$ cat config.mk
export PLATFORM = sky130hd
export DESIGN_NAME = low_power_wakeup_control
export DESIGN_NICKNAME = d
export VERILOG_FILES = /design/src/low_power_wakeup_control.v /design/src/sync_falling_edge.v /design/src/sync_level.v
export VERILOG_INCLUDE_DIRS = /design/src
export SDC_FILE = /design/constraint.sdc
export NUM_CORES = 1
export LEC_CHECK = 0
export BUFFER_PORTS_ARGS = -buffer_cell sky130_fd_sc_hd__buf_2
export CAP_MARGIN = 20
export CORE_ASPECT_RATIO = 0.6
export CORE_MARGIN = 2
export CORE_UTILIZATION = 52
export DETAILED_ROUTE_END_ITERATION = 8
export GPL_TIMING_DRIVEN = 0
export PLACE_DENSITY = 0.92
export REMOVE_ABC_BUFFERS = 1
export SLEW_MARGIN = 20
export SYNTH_ARGS = -nofsm -noshare
export SYNTH_HDL_FRONTEND = slang
export SYNTH_SLANG_ARGS = --single-unit
export TNS_END_PERCENT = 20
$ cat constraint.sdc
create_clock -name clk -period 5.7 [get_ports clk]
set_input_delay 0.285 -clock clk [delete_from_list [all_inputs] [get_ports clk]]
set_output_delay 0.285 -clock clk [all_outputs]
set_load 0.02 [all_outputs]
$ cat src/wakeup_regs.vh
// register map and constants for the low power wake-up control block
`ifndef WAKEUP_REGS_VH
`define WAKEUP_REGS_VH
`define REG_CTRL 12'h000
`define REG_STATUS 12'h004
`define REG_MASK 12'h008
`define REG_PLL 12'h00c
`define REG_WAKE_EN 12'h010
`define REG_WAKE_EN_HI 12'h014
`define REG_CLKGATE 12'h018
`define CTRL_STOP_BIT 0
`define CTRL_WAIT_CMD 1
`define CTRL_STOP_CMD 2
`define CTRL_CLKSEL_LSB 4
`define CTRL_CLKSEL_W 3
`define ST_WAKE 0
`define ST_NMI 1
`define ST_LVD 2
`define ST_PERIPH 3
`define ST_IIO 4
`define ST_PLL_LOCKED 5
`define IRQ_W 6
`define MODE_RUN 2'h0
`define MODE_WAIT 2'h1
`define MODE_STOP 2'h2
`define PLL_RESET 32'h00000000
`define CLKSEL_RESET 3'h0
`define GATE_DIV1 0
`define GATE_DIV8 1
`define GATE_DIV32 2
`define GATE_CONV 3
`define GATE_PRE2N 4
`define GATE_LS32 5
`define GATE_EXT 6
`define GATE_PRE2N_MAIN 7
`define GATE_W 8
`endif

$ cat src/low_power_wakeup_control.v
// low power wake-up control: wait/stop exit, clock gating, pll config lock
//
// How it works
// - wait exits on reset, nmi, irq 0-63
// - stop bit clear: peripheral irqs wake wait
// - stop bit set: gate peripheral-source clocks in wait
// - independent-clock peripherals still wake wait
// - resume on the clock selected at wait
// - stop mode halts all unprotected clocks
// - stop exits on reset, nmi, lvd, irq 0-63 of independent-clock peripherals
// - ext interrupts six-eight wake via intelligent io
// - intelligent io wake inputs: falling edge only
// - pll multiplier config writable once per reset
//
// The APB slave port and the address map were left to the implementer.
`timescale 1ns/100ps
`include "wakeup_regs.vh"
module low_power_wakeup_control #(
  parameter IRQ_N = 64,
  parameter CLKSEL_W = 3
) (
  // clock and reset
  input wire clk,
  input wire rst,
  // apb slave
  input wire psel,
  input wire penable,
  input wire pwrite,
  input wire [11:0] paddr,
  input wire [31:0] pwdata,
  output reg [31:0] prdata,
  output reg pready,
  output reg pslverr,
  // wake sources from pins and other domains
  input wire nmi_n,
  input wire lvd_irq,
  input wire ext_interrupt_six,
  input wire ext_interrupt_seven,
  input wire ext_interrupt_eight,
  // peripheral requests, already on this clock
  input wire [IRQ_N-1:0] periph_irq,
  // peripherals on clocks independent of the peripheral source
  input wire [IRQ_N-1:0] periph_independent,
  // intelligent io assignment of ext interrupts six to eight
  input wire [2:0] iio_assign,
  // pll status from the clock generator
  input wire pll_locked,
  // to clock generator and core
  output reg wake_request,
  output reg [`GATE_W-1:0] clock_run,
  output reg [CLKSEL_W-1:0] cpu_clock_select,
  output reg [1:0] power_mode,
  output reg [2:0] intelligent_io_request,
  output reg [31:0] pll_multiplier_config,
  output reg irq
);
  // protected clocks keep running in stop mode; arbitrary default
  localparam [`GATE_W-1:0] PROTECTED = 8'h00;

  reg periph_clock_stop_in_wait;
  reg [CLKSEL_W-1:0] clksel_req;
  reg [CLKSEL_W-1:0] clksel_saved;
  reg [`IRQ_W-1:0] status;
  reg [`IRQ_W-1:0] mask;
  reg [IRQ_N-1:0] wake_enable;
  reg pll_written;
  reg [1:0] next_mode;
  wire nmi_s;
  wire lvd_s;
  wire pll_s;
  wire [2:0] iio_fall;

  sync_level u_nmi (
    .clk(clk),
    .rst(rst),
    .d(~nmi_n),
    .q(nmi_s)
  );
  sync_level u_lvd (
    .clk(clk),
    .rst(rst),
    .d(lvd_irq),
    .q(lvd_s)
  );
  sync_level u_pll (
    .clk(clk),
    .rst(rst),
    .d(pll_locked),
    .q(pll_s)
  );
  sync_falling_edge u_ext_interrupt_six (
    .clk(clk),
    .rst(rst),
    .pin_n(ext_interrupt_six),
    .fall(iio_fall[0])
  );
  sync_falling_edge u_ext_interrupt_seven (
    .clk(clk),
    .rst(rst),
    .pin_n(ext_interrupt_seven),
    .fall(iio_fall[1])
  );
  sync_falling_edge u_ext_interrupt_eight (
    .clk(clk),
    .rst(rst),
    .pin_n(ext_interrupt_eight),
    .fall(iio_fall[2])
  );

  // apb decode
  wire access = psel & penable;
  wire wr = access & pwrite;
  wire rd = access & ~pwrite;
  wire hit = (paddr == `REG_CTRL) | (paddr == `REG_STATUS) | (paddr == `REG_MASK) |
             (paddr == `REG_PLL) | (paddr == `REG_WAKE_EN) |
             (paddr == `REG_WAKE_EN_HI) | (paddr == `REG_CLKGATE);
  wire wr_ctrl = wr & (paddr == `REG_CTRL);

  // peripheral wake: requesting source whose wake_enable bit is set
  wire [IRQ_N-1:0] reqs = periph_irq & wake_enable;
  // gated source clock blocks wake unless peripheral runs on its own clock
  wire [IRQ_N-1:0] wait_capable = periph_clock_stop_in_wait ?
                                   periph_independent : {IRQ_N{1'b1}};
  wire periph_wait_wake = |(reqs & wait_capable);
  // stop mode keeps only independent peripheral clocks alive
  wire periph_stop_wake = |(reqs & periph_independent);
  wire [2:0] iio_wake = iio_fall & iio_assign;
  wire wait_wake = nmi_s | periph_wait_wake | (|iio_wake);
  wire stop_wake = nmi_s | lvd_s | periph_stop_wake | (|iio_wake);

  // power mode sequencer
  always @* begin
    next_mode = power_mode;
    case (power_mode)
      `MODE_RUN: begin
        if (wr_ctrl & pwdata[`CTRL_STOP_CMD])
          next_mode = `MODE_STOP;
        else if (wr_ctrl & pwdata[`CTRL_WAIT_CMD])
          next_mode = `MODE_WAIT;
      end
      `MODE_WAIT: begin
        if (wait_wake)
          next_mode = `MODE_RUN;
      end
      `MODE_STOP: begin
        if (stop_wake)
          next_mode = `MODE_RUN;
      end
      default: next_mode = `MODE_RUN;
    endcase
  end

  wire entering = (power_mode == `MODE_RUN) & (next_mode != `MODE_RUN);
  wire waking = (power_mode != `MODE_RUN) & (next_mode == `MODE_RUN);

  always @(posedge clk or posedge rst) begin
    if (rst) begin
      power_mode <= `MODE_RUN;
      wake_request <= 1'b0;
      clksel_saved <= `CLKSEL_RESET;
      cpu_clock_select <= `CLKSEL_RESET;
      clock_run <= {`GATE_W{1'b1}};
      intelligent_io_request <= 3'h0;
    end else begin
      power_mode <= next_mode;
      // one-cycle pulse so the clock generator restarts halted clocks
      wake_request <= waking;
      if (entering)
        clksel_saved <= clksel_req;
      // core restarts on the clock it was using when it slept
      if (waking)
        cpu_clock_select <= clksel_saved;
      else if (power_mode == `MODE_RUN && !entering)
        cpu_clock_select <= clksel_req;
      if (next_mode == `MODE_STOP) begin
        clock_run <= PROTECTED;
      end else if (next_mode == `MODE_WAIT && periph_clock_stop_in_wait) begin
        clock_run <= {`GATE_W{1'b1}};
        clock_run[`GATE_DIV1] <= 1'b0;
        clock_run[`GATE_DIV8] <= 1'b0;
        clock_run[`GATE_DIV32] <= 1'b0;
        clock_run[`GATE_CONV] <= 1'b0;
        clock_run[`GATE_PRE2N] <= 1'b0;
      end else begin
        clock_run <= {`GATE_W{1'b1}};
      end
      intelligent_io_request <= intelligent_io_request | iio_wake;
      if (wr & (paddr == `REG_CLKGATE))
        intelligent_io_request <= (intelligent_io_request & ~pwdata[2:0]) | iio_wake;
    end
  end

  // registers
  always @(posedge clk or posedge rst) begin
    if (rst) begin
      periph_clock_stop_in_wait <= 1'b0;
      clksel_req <= `CLKSEL_RESET;
      mask <= {`IRQ_W{1'b0}};
      wake_enable <= {IRQ_N{1'b0}};
      pll_multiplier_config <= `PLL_RESET;
      pll_written <= 1'b0;
    end else begin
      if (wr_ctrl) begin
        periph_clock_stop_in_wait <= pwdata[`CTRL_STOP_BIT];
        clksel_req <= pwdata[`CTRL_CLKSEL_LSB +: CLKSEL_W];
      end
      // a wake restores the saved selection so run mode keeps using it
      if (waking)
        clksel_req <= clksel_saved;
      if (wr & (paddr == `REG_MASK))
        mask <= pwdata[`IRQ_W-1:0];
      if (wr & (paddr == `REG_WAKE_EN))
        wake_enable[31:0] <= pwdata;
      if (wr & (paddr == `REG_WAKE_EN_HI))
        wake_enable[63:32] <= pwdata;
      // first write after reset sticks, later ones are dropped
      if (wr & (paddr == `REG_PLL) & ~pll_written) begin
        pll_multiplier_config <= pwdata;
        pll_written <= 1'b1;
      end
    end
  end

  // sticky status, write one to clear; a new event beats the clear
  wire [`IRQ_W-1:0] events = {pll_s, |iio_wake, periph_wait_wake | periph_stop_wake,
                              lvd_s, nmi_s, waking};
  wire [`IRQ_W-1:0] clr = (wr & (paddr == `REG_STATUS)) ? pwdata[`IRQ_W-1:0] : {`IRQ_W{1'b0}};
  always @(posedge clk or posedge rst) begin
    if (rst) begin
      status <= {`IRQ_W{1'b0}};
      irq <= 1'b0;
    end else begin
      status <= (status & ~clr) | events;
      // lock flag tells software the pll may be selected
      irq <= |(((status & ~clr) | events) & mask);
    end
  end

  // apb read and response: zero wait states
  always @(posedge clk or posedge rst) begin
    if (rst) begin
      prdata <= 32'h00000000;
      pready <= 1'b0;
      pslverr <= 1'b0;
    end else begin
      pready <= psel & ~penable;
      pslverr <= psel & ~penable & ~hit;
      prdata <= 32'h00000000;
      if (psel & ~penable & ~pwrite) begin
        case (paddr)
          `REG_CTRL: prdata <= {24'h000000, 1'b0, clksel_req, 3'h0,
                               periph_clock_stop_in_wait};
          `REG_STATUS: prdata <= {26'h0000000, status};
          `REG_MASK: prdata <= {26'h0000000, mask};
          `REG_PLL: prdata <= pll_multiplier_config;
          `REG_WAKE_EN: prdata <= wake_enable[31:0];
          `REG_WAKE_EN_HI: prdata <= wake_enable[63:32];
          `REG_CLKGATE: prdata <= {14'h0000, power_mode, 5'h00, intelligent_io_request,
                                  pll_written, 7'h00};
          default: prdata <= 32'h00000000;
        endcase
      end
    end
  end
endmodule // low_power_wakeup_control

$ cat src/sync_falling_edge.v
// two-flop synchroniser with falling-edge detector for one wake pin
`timescale 1ns/100ps
module sync_falling_edge (
  // clock and reset
  input wire clk,
  input wire rst,
  // pin and pulse
  input wire pin_n,
  output reg fall
);
  reg meta;
  reg sync;
  reg last;
  always @(posedge clk or posedge rst) begin
    if (rst) begin
      meta <= 1'b1;
      sync <= 1'b1;
      last <= 1'b1;
      fall <= 1'b0;
    end else begin
      meta <= pin_n;
      sync <= meta;
      last <= sync;
      // only the falling edge counts, polarity and level bits do not apply
      fall <= last & ~sync;
    end
  end
endmodule // sync_falling_edge

$ cat src/sync_level.v
// two-flop synchroniser for a level from outside the clock domain
`timescale 1ns/100ps
module sync_level (
  // clock and reset
  input wire clk,
  input wire rst,
  // level in and out
  input wire d,
  output reg q
);
  reg meta;
  always @(posedge clk or posedge rst) begin
    if (rst) begin
      meta <= 1'b0;
      q <= 1'b0;
    end else begin
      meta <= d;
      q <= meta;
    end
  end
endmodule // sync_level

; After elaboration in Yosys (flattened, before gate mapping)
; Cells that the tools add are included.
[classes]
n_eq_ne = 10
n_mux = 16
n_bitwise = 52
n_reduce_logical = 14
[ops]
columns = cell, count
row1 = $pmux W32 S7, 1
row2 = $and A64 B64 Y64, 3
row3 = $reduce_or A64 Y1, 2
row4 = $mux W64, 1
row5 = $eq A12 B5 Y1 const B, 3
row6 = $mux W32, 1
row7 = $eq A12 B4 Y1 const B, 2
row8 = $and A1 B1 Y1, 20
row9 = $mux W3, 5
row10 = $and A6 B6 Y6, 2
row11 = $eq A12 B3 Y1 const B, 1
row12 = $logic_not A12 Y1, 1
row13 = $or A1 B1 Y1, 12
row14 = $mux W2, 4
row15 = $mux W8, 1
row16 = $not A1 Y1, 8
row17 = $reduce_bool A2 Y1, 4
row18 = $and A3 B3 Y3, 2
row19 = $mux W6, 1
row20 = $not A6 Y6, 1
row21 = $or A3 B3 Y3, 2
row22 = $or A6 B6 Y6, 1
row23 = $pmux W2 S3, 1
row24 = $reduce_or A6 Y1, 1
row25 = other kinds (8), 12
[totals]
ff_bits = 186
inputBits = 186
out_inout_bits = 84

; Depth between registers and ports, before layout
; Gate-level depths: netlist of the first run.
[depth]
ltp_word = 13
ltp_mapped = 9
depth_no_buf = 7

; By module
; A second synthesis of the first run with hierarchy kept.
[hier_totals]
cells_unflattened = 802
hier_area_um2 = 8745.9
[modules_own_cells]
columns = module, instances, cells_per_inst, area_each_um2, seq_area_each_um2
row1 = low_power_wakeup_control, 1, 775, 8220.4, 4056.4
row2 = sync_falling_edge, 3, 6, 121.4, 103.8
row3 = sync_level, 3, 3, 53.8, 50.0

; Worst setup path before layout of the first run
; OpenSTA, ideal clock, no wires.
[synth_path]
kind = reg2reg
start = reg u_ext_interrupt_six.fall
end = reg cpu_clock_select[0]
t_arrival_ns = 2.004
t_required_ns = 5.573
slack_ns = 3.569
path_stages_with_launch = 8
n_path_buf = 0
synth_period_minus_slack_ns = 2.131
path_cell_list = dfrtp_1 > a222oi_1 > nand2b_1 > nor4_1 > nand4_1 > nor4_1 > a2111oi_2 > mux2_1
[synth_via]
elab_chain_len = 10
[synth_rtl]
columns = element, line
row1 = start: declaration, sync_falling_edge.v:9  ; output reg fall
row2 = start signal: assignment, sync_falling_edge.v:25  ; fall <= last & ~sync;
row3 = $and A3 B3 Y3 (*), low_power_wakeup_control.v:127  ; wire [2:0] iio_wake = iio_fall & iio_assign;
row4 = $reduce_or A3 Y1 (*), "low_power_wakeup_control.v:128, low_power_wakeup_control.v:129"
row5 = $or A1 B1 Y1 (on tied branches), "low_power_wakeup_control.v:129, low_power_wakeup_control.v:128"
row6 = $mux W2 (on tied branches), "low_power_wakeup_control.v:146, low_power_wakeup_control.v:142"
row7 = $pmux W2 S3 (*), low_power_wakeup_control.v:134  ; case (power_mode)
row8 = $reduce_bool A2 Y1 (no line), n/a
row9 = $and A1 B1 Y1, low_power_wakeup_control.v:153  ; wire entering = (power_mode == `MODE_RUN) & (next_mode != `MODE_RUN);
row10 = $logic_not A1 Y1, low_power_wakeup_control.v:173  ; else if (power_mode == `MODE_RUN && !entering)
row11 = $logic_and A1 B1 Y1, low_power_wakeup_control.v:173
row12 = $reduce_bool A2 Y1 (no line), n/a
row13 = end signal: assignment, low_power_wakeup_control.v:161  ; cpu_clock_select <= `CLKSEL_RESET;
row14 = end signal: assignment, low_power_wakeup_control.v:172  ; cpu_clock_select <= clksel_saved;
row15 = end signal: assignment, low_power_wakeup_control.v:174  ; cpu_clock_select <= clksel_req;
row16 = end: declaration, low_power_wakeup_control.v:51  ; output reg [CLKSEL_W-1:0] cpu_clock_select,
; Every way passes the cells marked *; elsewhere a longest branch is shown, timed or not.
; A chain may end at the register's enable or synchronous reset.

; Worst setup path in the final report of the first run
[layout_path]
start = reg u_ext_interrupt_seven.fall
end = reg cpu_clock_select[0]
[layout_via]
elab_chain_len = 10
[layout_rtl]
columns = element, line
row1 = start: declaration, sync_falling_edge.v:9
row2 = start signal: assignment, sync_falling_edge.v:25
row3 = $and A3 B3 Y3 (*), low_power_wakeup_control.v:127
row4 = $reduce_or A3 Y1 (*), "low_power_wakeup_control.v:128, low_power_wakeup_control.v:129"
row5 = $or A1 B1 Y1 (on tied branches), "low_power_wakeup_control.v:129, low_power_wakeup_control.v:128"
row6 = $mux W2 (on tied branches), "low_power_wakeup_control.v:146, low_power_wakeup_control.v:142"
row7 = $pmux W2 S3 (*), low_power_wakeup_control.v:134
row8 = $reduce_bool A2 Y1 (no line), n/a
row9 = $and A1 B1 Y1, low_power_wakeup_control.v:153
row10 = $logic_not A1 Y1, low_power_wakeup_control.v:173
row11 = $logic_and A1 B1 Y1, low_power_wakeup_control.v:173
row12 = $reduce_bool A2 Y1 (no line), n/a
; Marks and branches as above.

==> results_tabular.tex, run 1 <==
\begin{tabular}{lr}
\hline
Metric & Value \\
\hline
\multicolumn{2}{l}{\textbf{Synth}} \\
Number of warnings issued by yosys & 0 \\
Post-synth top area share & 0.490 \\
Cell area after technology mapping & 0.00863 sq mm \\
Yosys top cell by area & dfrtp\_1 \\
Cell types occupying the most area after synthesis & dfrtp\_1 49\%, mux2\_2 8.4\%, mux2\_1 7.0\%, nor2b\_1 5.0\%, nand3\_1 4.2\% \\
Number of storage elements in the synthesis netlist & 180 \\
Share of the yosys chip area belonging to registers & 0.523 \\
Synthesized instance count & a little under 800 \\
Async SR Flop Fraction & 1.00 \\
Average size of a mapped cell & approximately 11 sq um \\
Number of flops mapped to enable cells by yosys & 0 \\
Dominant synthesized flop cell & dfrtp\_1 \\
Unique masters post-synth & between 40 and 50 \\
\multicolumn{2}{l}{\textbf{Critical path}} \\
Kind of start point of the critical path & flip-flop \\
Cell-by-cell trace of the critical path & a222oi\_1, nand2b\_1, nor4\_1, nand4\_1, nor4\_1, a2111oi\_2, mux2\_1 \\
Worst Path Arrival & 3.50 ns \\
Type of the worst setup path & flip-flop to flip-flop \\
Endpoint class of the critical path & flip-flop \\
Required @ worst endpoint & 6.01 ns \\
CP delay by family, top & simple AND/OR/NAND/NOR gates \\
Delay contributed by the slowest stage of the critical path & 0.77 ns \\
Largest fanout of any net on the critical path & 4 \\
Count of buffer and inverter cells on the critical path & 0 \\
Most frequent CP cell & nor4\_1 \\
Slowest stage cell, crit path & a222oi\_1 \\
\multicolumn{2}{l}{\textbf{STA}} \\
Pins over their slew limit & 0 \\
Post-route fraction of the period consumed by the critical path & 0.560 \\
Max\_slew headroom & 0.247 \\
Maximum clock frequency & approximately 0.31 GHz \\
Number of failing setup endpoints in the final timing report & 0 \\
Worst-Margin Slew & 1.12 ns \\
Final hold violation count & 0 \\
Total Neg Setup Slack & 0 ns \\
Setup repair after global routing missed its margin & no \\
Minimum clock period after layout & 3.19 ns \\
Clock skew after layout & 0.0139 ns \\
Worst hold slack after final layout & 0.0500 ns \\
\multicolumn{2}{l}{\textbf{Placed design}} \\
DPL Wire Length & 23.9 mm \\
Routability Congestion & 1.02 \\
Count of input and output buffers & about 270 \\
\multicolumn{2}{l}{\textbf{Pwr}} \\
Static leakage & 5.44 nW \\
Share of power burned in the clock network & 0.449 \\
Switching power as a share of total power & 0.247 \\
Internal power & slightly below 2 mW \\
Net Switching & 647 uW \\
Peak supply drop & 0.183 mV \\
Power per standard cell area & 238 mW/mm\^{}2 \\
Combinational share of power & 0.056 \\
Sequential power share & 0.495 \\
\multicolumn{2}{l}{\textbf{CTS}} \\
Total CTS buffers & 17 \\
Number of clock sinks & 180 \\
Maximum level of the CTS H-tree & 4 \\
Clock root buffer & clkbuf\_16 \\
Clock input transition at the sequential cells of the worst setup and hold paths & 0.07 ns \\
Setup repair bufs after CTS & 0 \\
Clock insertion delay at the later pin of the skew report & between 0.4 and 0.5 ns \\
Longest Clk Path Bufs & 2 \\
CTS tree & yes \\
\multicolumn{2}{l}{\textbf{GRT}} \\
Aggregate global routing overflow & 0 \\
Via count of the first global-routing pass & just under 8k \\
Number of antenna violations at the first check in global routing & 5 \\
Wire length of the first global-routing pass & 45.4 mm \\
Pin count of the biggest net entering global routing & 102 \\
GR Util All Layers & 0.349 \\
\multicolumn{2}{l}{\textbf{Floorplan}} \\
Height of the die & 104 um \\
Row count & 36 \\
Area of the die & 0.0177 sq mm \\
Die span in x & 170 um \\
Number of ports placed on the die boundary & 270 \\
Core footprint & approximately 0.016 sq mm \\
Initial standard-cell utilization of the core & 0.532 \\
\multicolumn{2}{l}{\textbf{Finish}} \\
Fraction of final layout cells with drive strength greater than 1 & 0.384 \\
Area growth from synthesis to layout & 27.4\% \\
Layout Nets & 1239 \\
\multicolumn{2}{l}{\textbf{Routing}} \\
Number of vias per cell & approximately 6.3 \\
Via Count & between 8k and 9k \\
Total detailed-routing wirelength & approximately 31 mm \\
Number of detailed-route iterations in the first pass & 6 \\
Routed WL per cell & 23.9 um \\
Number of DRC markers in iteration 0 & 1161 \\
Post-DRT Antenna Nets & 0 \\
Number of DRC violations after detailed routing & 0 \\
\multicolumn{2}{l}{\textbf{Status}} \\
Run status & complete, no violations \\
\multicolumn{2}{l}{\textbf{Run}} \\
Max-cap violation count & 0 \\
\multicolumn{2}{l}{\textbf{Min path}} \\
Worst Hold Class & input pin to flip-flop \\
\hline
\end{tabular}
-- stage by stage --
step / instances / power [mW] / utilization / worst slack [ns] / area, sq um
5_1_grt: 1279 / 2.70 / 0.678 / 2.41 / 11000
4_1_cts: 1275 / 2.63 / 0.678 / 2.68 / 11000
2_1_floorplan: 742 / 1.36 / - / 0.546 / 8440
6_report: 1279 / 2.62 / 0.678 / 2.51 / 11000
3_5_place_dp: 1236 / 1.47 / 0.637 / 2.54 / 10300
3_3_place_gp: 1220 / 1.46 / 0.620 / -1.24 / 10100
-- worst paths after layout --
| check | startpoint | to | slack (ns) | cells past startpoint |
|---|---|---|---|---|
| setup / recovery | u_ext_interrupt_seven.fall | cpu_clock_select[0] | 2.51 | 7 |
| hold / removal | penable | pready | 0.05 | 2 |
| setup reg to reg | u_ext_interrupt_seven.fall | cpu_clock_select[0] | 2.51 | 7 |
| hold reg to reg | u_nmi.meta | u_nmi.q | 0.35 | 0 |
| max in group asynchronous | rst | wake_enable[3] | 4.33 | 4 |
| min in group asynchronous | rst | wake_enable[12] | 0.46 | 3 |
-- logic make-up (layout without fill, tap and decap cells) --
logic type / count (synthesis) / count (layout) / synth area share
and+or+nand+nor: 324 / 324 / 0.198
AOI/OAI and AO/OA: 114 / 114 / 0.101
muxes: 118 / 118 / 0.154
DFF: 180 / 180 / 0.523
other: 0 / 4 / 0
buffers and inverters: 43 / 330 / 0.0242
-- per-layer routing --
metal | vias up | routed length, um | track usage
li1 | 3484 | - | -
met1 | 3937 | 12600 | 0.492
met2 | 576 | 13200 | 0.506
met3 | 74 | 4020 | 0.122
met4 | 0 | 772 | 0.111
met5 | - | 0 | 0
-- cell usage after synthesis, types with 2 or more instances --
cell,number
nand3_1,72
nor2b_1,69
a21oi_1,11
inv_1,5
mux2_2,64
clkbuf_1,16
a22oi_1,26
a31oi_1,3
nand4_1,32
dfstp_2,11
dfrtp_1,169
a22o_1,4
nor3_1,12
o22ai_1,32
nand2b_1,3
mux2_1,54
buf_2,14
and3_1,3
nor4_1,14
nand2_1,78
a21o_1,5
buf_4,6
a222oi_1,23
nor2_1,28
and4_1,2
-- layout by cell type (no fill, tap or decap), drive strengths merged, types with 7 or more instances in the layout --
cell,n
buf,285
dfrtp,169
mux2,118
nand2,78
nand3,72
nor2b,69
nand4,32
o22ai,32
nor2,29
a22oi,26
a222oi,23
clkbuf,17
nor4,16
inv,14
nor3,13
a21oi,11
dfstp,11
dlygate4sd3,7
-- power groups by stage --
stage / clock [mW] / sequential (mW) / combinational (mW)
floorplan: 0 / 1.32 / 0.0359
global placement: 0 / 1.32 / 0.136
detailed placement: 0 / 1.32 / 0.144
CTS: 1.19 / 1.30 / 0.148
global route: 1.24 / 1.30 / 0.163
finish: 1.18 / 1.30 / 0.148
-- flip-flops by register name (all words and copies together), names as in the netlist, 2 cells and up --
name                    cells
intelligent_io_request      3
power_mode                  2
wake_enable                64
prdata                     32
pll_multiplier_config      32
cpu_clock_select            3
status                      6
clksel_req                  3
clock_run                   2
mask                        6
clksel_saved                3
-- area by class of cell --
| class | count | area, sq um |
|---|---|---|
| clock buffer | 17 | 425 |
| antenna | 4 | 10.0 |
| inverter | 6 | 30.0 |
| multi-input combinational | 556 | 3950 |
| fill | 1255 | 5220 |
| tap | 209 | 262 |
| clock inverter | 15 | 160 |
| timing repair buffer | 292 | 1650 |
| sequential | 180 | 4520 |
-- repair_timing --
item | 4_1_cts | 5_1_grt
hold buffers | 7 | 0
hold endpoints to repair | 83 | 0
resized for setup | 0 | 0
(Power assumes the default switching activity.)
==> inputs of run 2 (changes only) <==
--- a/config.mk
+++ b/config.mk
@@ -10,10 +10,10 @@
 export CAP_MARGIN = 20
 export CORE_ASPECT_RATIO = 0.6
 export CORE_MARGIN = 2
-export CORE_UTILIZATION = 52
+export CORE_UTILIZATION = 47
 export DETAILED_ROUTE_END_ITERATION = 8
 export GPL_TIMING_DRIVEN = 0
-export PLACE_DENSITY = 0.92
+export PLACE_DENSITY = 0.88
 export REMOVE_ABC_BUFFERS = 1
 export SLEW_MARGIN = 20
 export SYNTH_ARGS = -nofsm -noshare
==> constraint.sdc (replaced) <==
create_clock -name clk -period 2.7 [get_ports clk]
set_input_delay 0.135 -clock clk [delete_from_list [all_inputs] [get_ports clk]]
set_output_delay 0.135 -clock clk [all_outputs]
set_load 0.02 [all_outputs]
==> run 2 against run 1 <==
  * Wire length rose by 6.4%
  * Register-to-register slack lost 2.5 ns
  * Sequential cell count unchanged
  * Critical endpoint is now cpu_clock_select[1]
  * Clock power increased by 110%
  * Die area rose by 10%
  * Sequential power grew 110%
  * Core utilization shrank 4.0 points
  * Critical path depth stayed put
  * Hold slack worse by 0.037 ns
  * Highest routed layer unchanged
==> results_tabular.tex, run 2 (synthesized netlist as in run 1, its figures left out) <==
\begin{tabular}{lr}
\hline
Metric & Value \\
\hline
\multicolumn{2}{l}{\textbf{CTS}} \\
Longest Clk Path Bufs & 2 (unchanged) \\
CTS tree & yes (unchanged) \\
Clock insertion delay at the later pin of the skew report & 0.43 ns (about the same) \\
Clock input transition at the sequential cells of the worst setup and hold paths & 0.07 ns (about the same) \\
Number of clock sinks & 180 (unchanged) \\
Total CTS buffers & 17 (unchanged) \\
Clock root buffer & clkbuf\_16 (unchanged) \\
Maximum level of the CTS H-tree & 4 (unchanged) \\
\multicolumn{2}{l}{\textbf{STA}} \\
Final hold violation count & 0 (unchanged) \\
Post-route fraction of the period consumed by the critical path & 0.980 (was 0.560) \\
Pins over their slew limit & 0 (unchanged) \\
Worst-Margin Slew & 0.987 ns (was 1.12 ns) \\
Setup slack after layout & 0.0550 ns (was 2.51 ns) \\
Max\_slew headroom & 0.337 (was 0.247) \\
Number of failing setup endpoints in the final timing report & 0 (unchanged) \\
Minimum clock period after layout & 2.65 ns (was 3.19 ns) \\
Total Neg Setup Slack & 0 ns (unchanged) \\
Worst hold slack after final layout & 0.0130 ns (was 0.0500 ns) \\
Clock skew after layout & 0.0157 ns (was 0.0139 ns) \\
Maximum clock frequency & 0.378 GHz (was 0.313 GHz) \\
\multicolumn{2}{l}{\textbf{Min path}} \\
Worst Hold Class & input pin to flip-flop (unchanged) \\
Worst Hold Depth & 2 (unchanged) \\
\multicolumn{2}{l}{\textbf{Routing}} \\
Number of vias per cell & 6.14 (was 6.31) \\
Number of detailed-route iterations in the first pass & 8 (was 6) \\
Via Count & 8272 (was 8071) \\
Post-DRT Antenna Nets & 0 (unchanged) \\
Number of DRC violations after detailed routing & 0 (unchanged) \\
Number of DRC markers in iteration 0 & 1014 (was 1161) \\
Total detailed-routing wirelength & 32.5 mm (was 30.6 mm) \\
Routed WL per cell & 24.1 um (was 23.9 um) \\
\multicolumn{2}{l}{\textbf{Finish}} \\
Finished Core Util & 0.639 (was 0.678) \\
Register with the most flip-flops & wake\_enable (unchanged) \\
Flip-flop count of the largest register after layout & 64 (unchanged) \\
Commonest non-fill, non-tap cell in the layout & buf\_2 (unchanged) \\
Highest-count cells in the layout ignoring fill and taps & 269 x buf\_2, 168 x dfrtp\_1, 78 x nand2\_1, 72 x nand3\_1, 69 x nor2b\_1 (unchanged) \\
Final design area excluding fillers & 0.0115 sq mm (was 0.0110 sq mm) \\
Number of non-filler instances in the completed layout & 1348 (was 1279) \\
Layout Nets & 1280 (was 1239) \\
Fraction of final layout cells with drive strength greater than 1 & 0.381 (was 0.384) \\
Largest regs & wake\_enable (64), pll\_multiplier\_config (32), prdata (32) (unchanged) \\
Area growth from synthesis to layout & 33.3\% (was 27.4\%) \\
\multicolumn{2}{l}{\textbf{Placed design}} \\
DPL Wire Length & 25.1 mm (was 23.9 mm) \\
Total placed instance area & 0.0104 sq mm (was 0.0103 sq mm) \\
Post-placement cell count & 1268 (was 1236) \\
Count of input and output buffers & 269 (unchanged) \\
Routability Congestion & 0.961 (was 1.02) \\
Placement Setup Slack & -0.411 ns (was 2.54 ns) \\
\multicolumn{2}{l}{\textbf{Critical path}} \\
Type of the worst setup path & flip-flop to flip-flop (unchanged) \\
Worst Path Arrival & 2.95 ns (was 3.50 ns) \\
Required @ worst endpoint & 3.01 ns (was 6.01 ns) \\
Endpoint class of the critical path & flip-flop (unchanged) \\
Slowest stage cell, crit path & dfrtp\_4 (was a222oi\_1) \\
Delay contributed by the slowest stage of the critical path & 0.56 ns (was 0.77 ns) \\
Largest fanout of any net on the critical path & 10 (was 4) \\
Cells on worst reg2reg path & 7 (unchanged) \\
Cell-by-cell trace of the critical path & nor2b\_1, o22ai\_1, nor4\_2, nand4\_1, nor2\_4, a2111oi\_4, mux2\_1 (was a222oi\_1, nand2b\_1, nor4\_1, nand4\_1, nor4\_1, a2111oi\_2, mux2\_1) \\
Kind of start point of the critical path & flip-flop (unchanged) \\
\multicolumn{2}{l}{\textbf{Floorplan}} \\
Row count & 38 (was 36) \\
Initial standard-cell utilization of the core & 0.479 (was 0.532) \\
Core footprint & 0.0180 sq mm (was 0.0162 sq mm) \\
Height of the die & 109 um (was 104 um) \\
Area of the die & 0.0195 sq mm (was 0.0177 sq mm) \\
Number of ports placed on the die boundary & 270 (unchanged) \\
Die span in x & 179 um (was 170 um) \\
\multicolumn{2}{l}{\textbf{Pwr}} \\
Post-layout total power & 5.58 mW (was 2.62 mW) \\
Peak supply drop & 0.355 mV (was 0.183 mV) \\
Power per standard cell area & 485 mW/mm\^{}2 (was 238 mW/mm\^{}2) \\
Static leakage & 5.64 nW (was 5.44 nW) \\
\multicolumn{2}{l}{\textbf{GRT}} \\
Number of antenna violations at the first check in global routing & 1 (was 5) \\
Aggregate global routing overflow & 0 (unchanged) \\
Via count of the first global-routing pass & 8109 (was 7803) \\
Wire length of the first global-routing pass & 47.7 mm (was 45.4 mm) \\
GR Util All Layers & 0.337 (was 0.349) \\
Pin count of the biggest net entering global routing & 99 (was 102) \\
\multicolumn{2}{l}{\textbf{Run}} \\
Max-cap violation count & 0 (unchanged) \\
\multicolumn{2}{l}{\textbf{Status}} \\
Run status & complete, no violations (unchanged) \\
\hline
\end{tabular}
-- run 2: cell count changes in the layout (fill, tap and decap cells not counted), moves of 3 or more --
cell and delta:
dlygate4sd3_1 +33, buf_4 +7, nor4_1 -4, diode_2 -3, inv_6 -3, inv_8 +3
nor4_2 +3
-- run 2: layout make-up --
class                           count  area (sq um)
Inverter                            6          30.0
Clock inverter                     14           138
Multi-Input combinational cell    556          4020
Timing Repair Buffer              333          2060
Tap cell                          240           300
Sequential cell                   180          4520
Fill cell                        1473          6510
Clock buffer                       18           439
Antenna cell                        1          2.50
-- run 2: worst paths after layout --
kind | startpoint | to | slack (ns)
min | pwdata[3] | pll_multiplier_config[3] | 0.01
min in group asynchronous | rst | prdata[22] | 0.34
max in group asynchronous | rst | clock_run[4] | 1.44
max reg2reg | periph_clock_stop_in_wait | cpu_clock_select[1] | 0.05
min reg2reg | u_lvd.meta | u_lvd.q | 0.35
max | periph_clock_stop_in_wait | cpu_clock_select[1] | 0.05
-- run 2: timing repair --
item | CTS | global route
pin swaps | 2 | 2
endpoints found under the hold margin | 171 | 1
buffers inserted | 3 | 4
endpoints found under the setup margin | 13 | 10
resized for setup | 6 | 5
hold buffers | 39 | 1
-- run 2: worst max-delay path, delay by kind of cell (launching register included) --
kind	cells	cell delay (ns)
AO/OA/AOI/OAI	2	0.94
flip-flops	1	0.56
multiplexers	1	0.37
AND/OR/NAND/NOR	4	0.65
-- run 2: routing by layer --
layer / wire, um / track usage / vias up
met2: 14200 / 0.507 / 586
met1: 13700 / 0.488 / 4086
met3: 4090 / 0.0917 / 49
met4: 496 / 0.0778 / 0
met5: 0 / 0 / -
li1: - / - / 3551
-- run 2: power breakdown --
part	internal, mW	leakage, nW	switching [mW]	total, mW
clock	1.26	0.277	1.21	2.47
combinational	0.165	2.95	0.207	0.372
sequential	2.73	2.41	0.0155	2.74
total	4.15	5.64	1.43	5.58
==> inputs of run 3 (changes only) <==
--- a/config.mk
+++ b/config.mk
@@ -13,6 +13,7 @@
 export CORE_UTILIZATION = 47
 export DETAILED_ROUTE_END_ITERATION = 8
 export GPL_TIMING_DRIVEN = 0
+export HOLD_SLACK_MARGIN = 0.06
 export PLACE_DENSITY = 0.88
 export REMOVE_ABC_BUFFERS = 1
 export SLEW_MARGIN = 20
==> run 3 against run 2 <==
  * Via count up 0.39%
  * Critical endpoint unchanged
  * Sequential share of layout area down 0.14 points
  * Die area unchanged
  * First-iteration DRC count up 9.3%
  * Register-to-register slack about the same
  * Final cell count up 0.30%
  * Combinational power up 1%
  * Critical path depth up 2
  * Core utilization up 0.22 points
  * Wire length down 0.34%
  * Hold slack better by 0.082 ns
==> results_tabular.tex, run 3 (synthesized netlist as in run 1, its figures left out) <==
\begin{tabular}{lr}
\hline
Metric & Value \\
\hline
\multicolumn{2}{l}{\textbf{Status}} \\
Run status & complete, no violations (unchanged) \\
\multicolumn{2}{l}{\textbf{Pwr}} \\
Sequential power share & 0.491 (about the same) \\
Combinational share of power & 0.067 (about the same) \\
Power per standard cell area & 483 mW/mm\^{}2 (was 485 mW/mm\^{}2) \\
Net Switching & 1.43 mW (about the same) \\
Switching power as a share of total power & 0.256 (was 0.257) \\
Peak supply drop & 0.357 mV (was 0.355 mV) \\
Share of power burned in the clock network & 0.441 (was 0.442) \\
Static leakage & 5.66 nW (was 5.64 nW) \\
Internal power & 4.15 mW (about the same) \\
\multicolumn{2}{l}{\textbf{Critical path}} \\
Largest fanout of any net on the critical path & 32 (was 10) \\
Kind of start point of the critical path & flip-flop (unchanged) \\
Required @ worst endpoint & 3.01 ns (about the same) \\
Endpoint class of the critical path & flip-flop (unchanged) \\
Count of buffer and inverter cells on the critical path & 2 (was 0) \\
Worst Path Arrival & 2.97 ns (was 2.95 ns) \\
Type of the worst setup path & flip-flop to flip-flop (unchanged) \\
Slowest stage cell, crit path & dfrtp\_4 (unchanged) \\
Cell-by-cell trace of the critical path & buf\_16, nor2b\_1, o22ai\_1, nor4\_1, nand4\_1, buf\_4, nor2\_4, a2111oi\_4, mux2\_1 (was nor2b\_1, o22ai\_1, nor4\_2, nand4\_1, nor2\_4, a2111oi\_4, mux2\_1) \\
Cells on worst reg2reg path & 9 (was 7) \\
Logic depth of the worst setup path including buffers & 9 (was 7) \\
Delay contributed by the slowest stage of the critical path & 0.56 ns (about the same) \\
CP delay by family, top & compound AO/OA/AOI/OAI gates (unchanged) \\
\multicolumn{2}{l}{\textbf{Placed design}} \\
Total placed instance area & 0.0104 sq mm (unchanged) \\
DPL Wire Length & 25.1 mm (unchanged) \\
Routability Congestion & 0.961 (unchanged) \\
Count of input and output buffers & 269 (unchanged) \\
\multicolumn{2}{l}{\textbf{GRT}} \\
Pin count of the biggest net entering global routing & 99 (unchanged) \\
Number of antenna violations at the first check in global routing & 1 (unchanged) \\
Wire length of the first global-routing pass & 47.7 mm (about the same) \\
Via count of the first global-routing pass & 8122 (was 8109) \\
GR Util All Layers & 0.338 (was 0.337) \\
Aggregate global routing overflow & 0 (unchanged) \\
\multicolumn{2}{l}{\textbf{CTS}} \\
Number of clock sinks & 180 (unchanged) \\
Clock input transition at the sequential cells of the worst setup and hold paths & 0.08 ns (was 0.07 ns) \\
Total CTS buffers & 17 (unchanged) \\
CTS tree & yes (unchanged) \\
Clock root buffer & clkbuf\_16 (unchanged) \\
Longest Clk Path Bufs & 2 (unchanged) \\
Maximum level of the CTS H-tree & 4 (unchanged) \\
Clock insertion delay at the later pin of the skew report & 0.43 ns (about the same) \\
\multicolumn{2}{l}{\textbf{Run}} \\
Max-cap violation count & 0 (unchanged) \\
\multicolumn{2}{l}{\textbf{Min path}} \\
Worst Hold Class & input pin to flip-flop (unchanged) \\
Worst Hold Depth & 3 (was 2) \\
\multicolumn{2}{l}{\textbf{Routing}} \\
WL met1 & 13.5 mm (was 13.7 mm) \\
Total met3 wirelength after detailed routing & 4.22 mm (was 4.09 mm) \\
Highest metal layer with signal wires & met4 (unchanged) \\
Number of DRC violations after detailed routing & 0 (unchanged) \\
Via Count & 8304 (was 8272) \\
Number of detailed-route iterations in the first pass & 8 (unchanged) \\
DR WL met2 & 14.1 mm (was 14.2 mm) \\
Number of vias per cell & 6.14 (about the same) \\
Routed WL per cell & 24.0 um (was 24.1 um) \\
Post-DRT Antenna Nets & 0 (unchanged) \\
Number of DRC markers in iteration 0 & 1108 (was 1014) \\
Total detailed-routing wirelength & 32.4 mm (was 32.5 mm) \\
\multicolumn{2}{l}{\textbf{Finish}} \\
Commonest non-fill, non-tap cell in the layout & buf\_2 (unchanged) \\
Fraction of final layout cells with drive strength greater than 1 & 0.380 (was 0.381) \\
Layout Nets & 1284 (was 1280) \\
Largest regs & wake\_enable (64), pll\_multiplier\_config (32), prdata (32) (unchanged) \\
Area growth from synthesis to layout & 33.8\% (was 33.3\%) \\
Sequential cell area & 0.00452 sq mm (unchanged) \\
Finished Core Util & 0.641 (was 0.639) \\
Register with the most flip-flops & wake\_enable (unchanged) \\
Highest-count cells in the layout ignoring fill and taps & 269 x buf\_2, 168 x dfrtp\_1, 78 x nand2\_1, 72 x nand3\_1, 69 x nor2b\_1 (unchanged) \\
Area used by multi-input combinational logic & 0.00402 sq mm (unchanged) \\
Flip-flop count of the largest register after layout & 64 (unchanged) \\
Final design area excluding fillers & 0.0115 sq mm (about the same) \\
Filler cell count & 1470 (was 1473) \\
\multicolumn{2}{l}{\textbf{STA}} \\
Pins over their slew limit & 0 (unchanged) \\
Clock skew after layout & 0.0152 ns (was 0.0157 ns) \\
Worst-Margin Slew & 0.970 ns (was 0.987 ns) \\
Post-route fraction of the period consumed by the critical path & 0.983 (was 0.980) \\
Minimum clock period after layout & 2.65 ns (about the same) \\
Final hold violation count & 0 (unchanged) \\
Maximum clock frequency & 0.377 GHz (was 0.378 GHz) \\
Number of failing setup endpoints in the final timing report & 0 (unchanged) \\
Max\_slew headroom & 0.348 (was 0.337) \\
\multicolumn{2}{l}{\textbf{Floorplan}} \\
Die span in x & 179 um (unchanged) \\
Height of the die & 109 um (unchanged) \\
Row count & 38 (unchanged) \\
Number of ports placed on the die boundary & 270 (unchanged) \\
Initial standard-cell utilization of the core & 0.479 (unchanged) \\
Area of the die & 0.0195 sq mm (unchanged) \\
Core footprint & 0.0180 sq mm (unchanged) \\
\hline
\end{tabular}
==> run 3: what timing repair did <==
item / in CTS / in global routing
hold endpoints to repair: 184 / 1
endpoints found under the setup margin: 13 / 10
pin swaps: 2 / 2
buffers inserted: 3 / 4
hold buffers: 43 / 1
gates resized for setup: 6 / 5
==> run 3: area by class of cell <==
type	count	share of cell area
sequential	180	0.392
multi-input combinational	556	0.348
timing repair buffer	337	0.182
clock buffer	18	0.0380
tap	240	0.0260
clock inverter	14	0.0119
inverter	6	0.00260
antenna	1	0.000217
==> run 3: metrics by stage <==
step | power, mW | TNS [ns] | worst slack, ns | hold slack (ns) | std cells
CTS | 5.59 | 0 | 0.0145 | 0.0617 | 1346
finish | 5.58 | 0 | 0.0454 | 0.0951 | 1352
global placement | 3.09 | -1033.79 | -4.16 | 0.240 | 1251
detailed placement | 3.11 | -6.52 | -0.411 | 0.242 | 1268
floorplan | 2.87 | -470.29 | -2.30 | 0.139 | 742
global route | 5.78 | -0.123 | -0.0512 | 0.0939 | 1352
==> run 3: tightest hold or removal path: cells and delay by family <==
kind	cells	cell delay, ns
and+or+nand+nor	1	0.14
AOI/OAI and AO/OA	1	0.10
buffers and inverters	1	0.12
==> run 3: power groups by stage <==
stage	clock network, mW	registers, mW	logic [mW]
2_1_floorplan	0	2.79	0.0758
3_3_place_gp	0	2.79	0.296
3_5_place_dp	0	2.79	0.317
4_1_cts	2.48	2.74	0.370
5_1_grt	2.63	2.74	0.408
6_report	2.46	2.74	0.377
==> run 3: per-layer routing <==
layer / up-vias / GRT usage
met2: 610 / 0.507
li1: 3563 / -
met4: 0 / 0.0778
met1: 4075 / 0.489
met3: 56 / 0.0917
met5: - / 0
==> run 3: worst paths after layout <==
check / startpoint / to / slack, ns
worst max-delay path: periph_clock_stop_in_wait / cpu_clock_select[1] / 0.05
worst min-delay path: psel / pslverr / 0.1
worst max register to register: periph_clock_stop_in_wait / cpu_clock_select[1] / 0.05
worst min register to register: u_lvd.meta / u_lvd.q / 0.35
max in group asynchronous: rst / clock_run[4] / 1.45
min in group asynchronous: rst / prdata[22] / 0.33
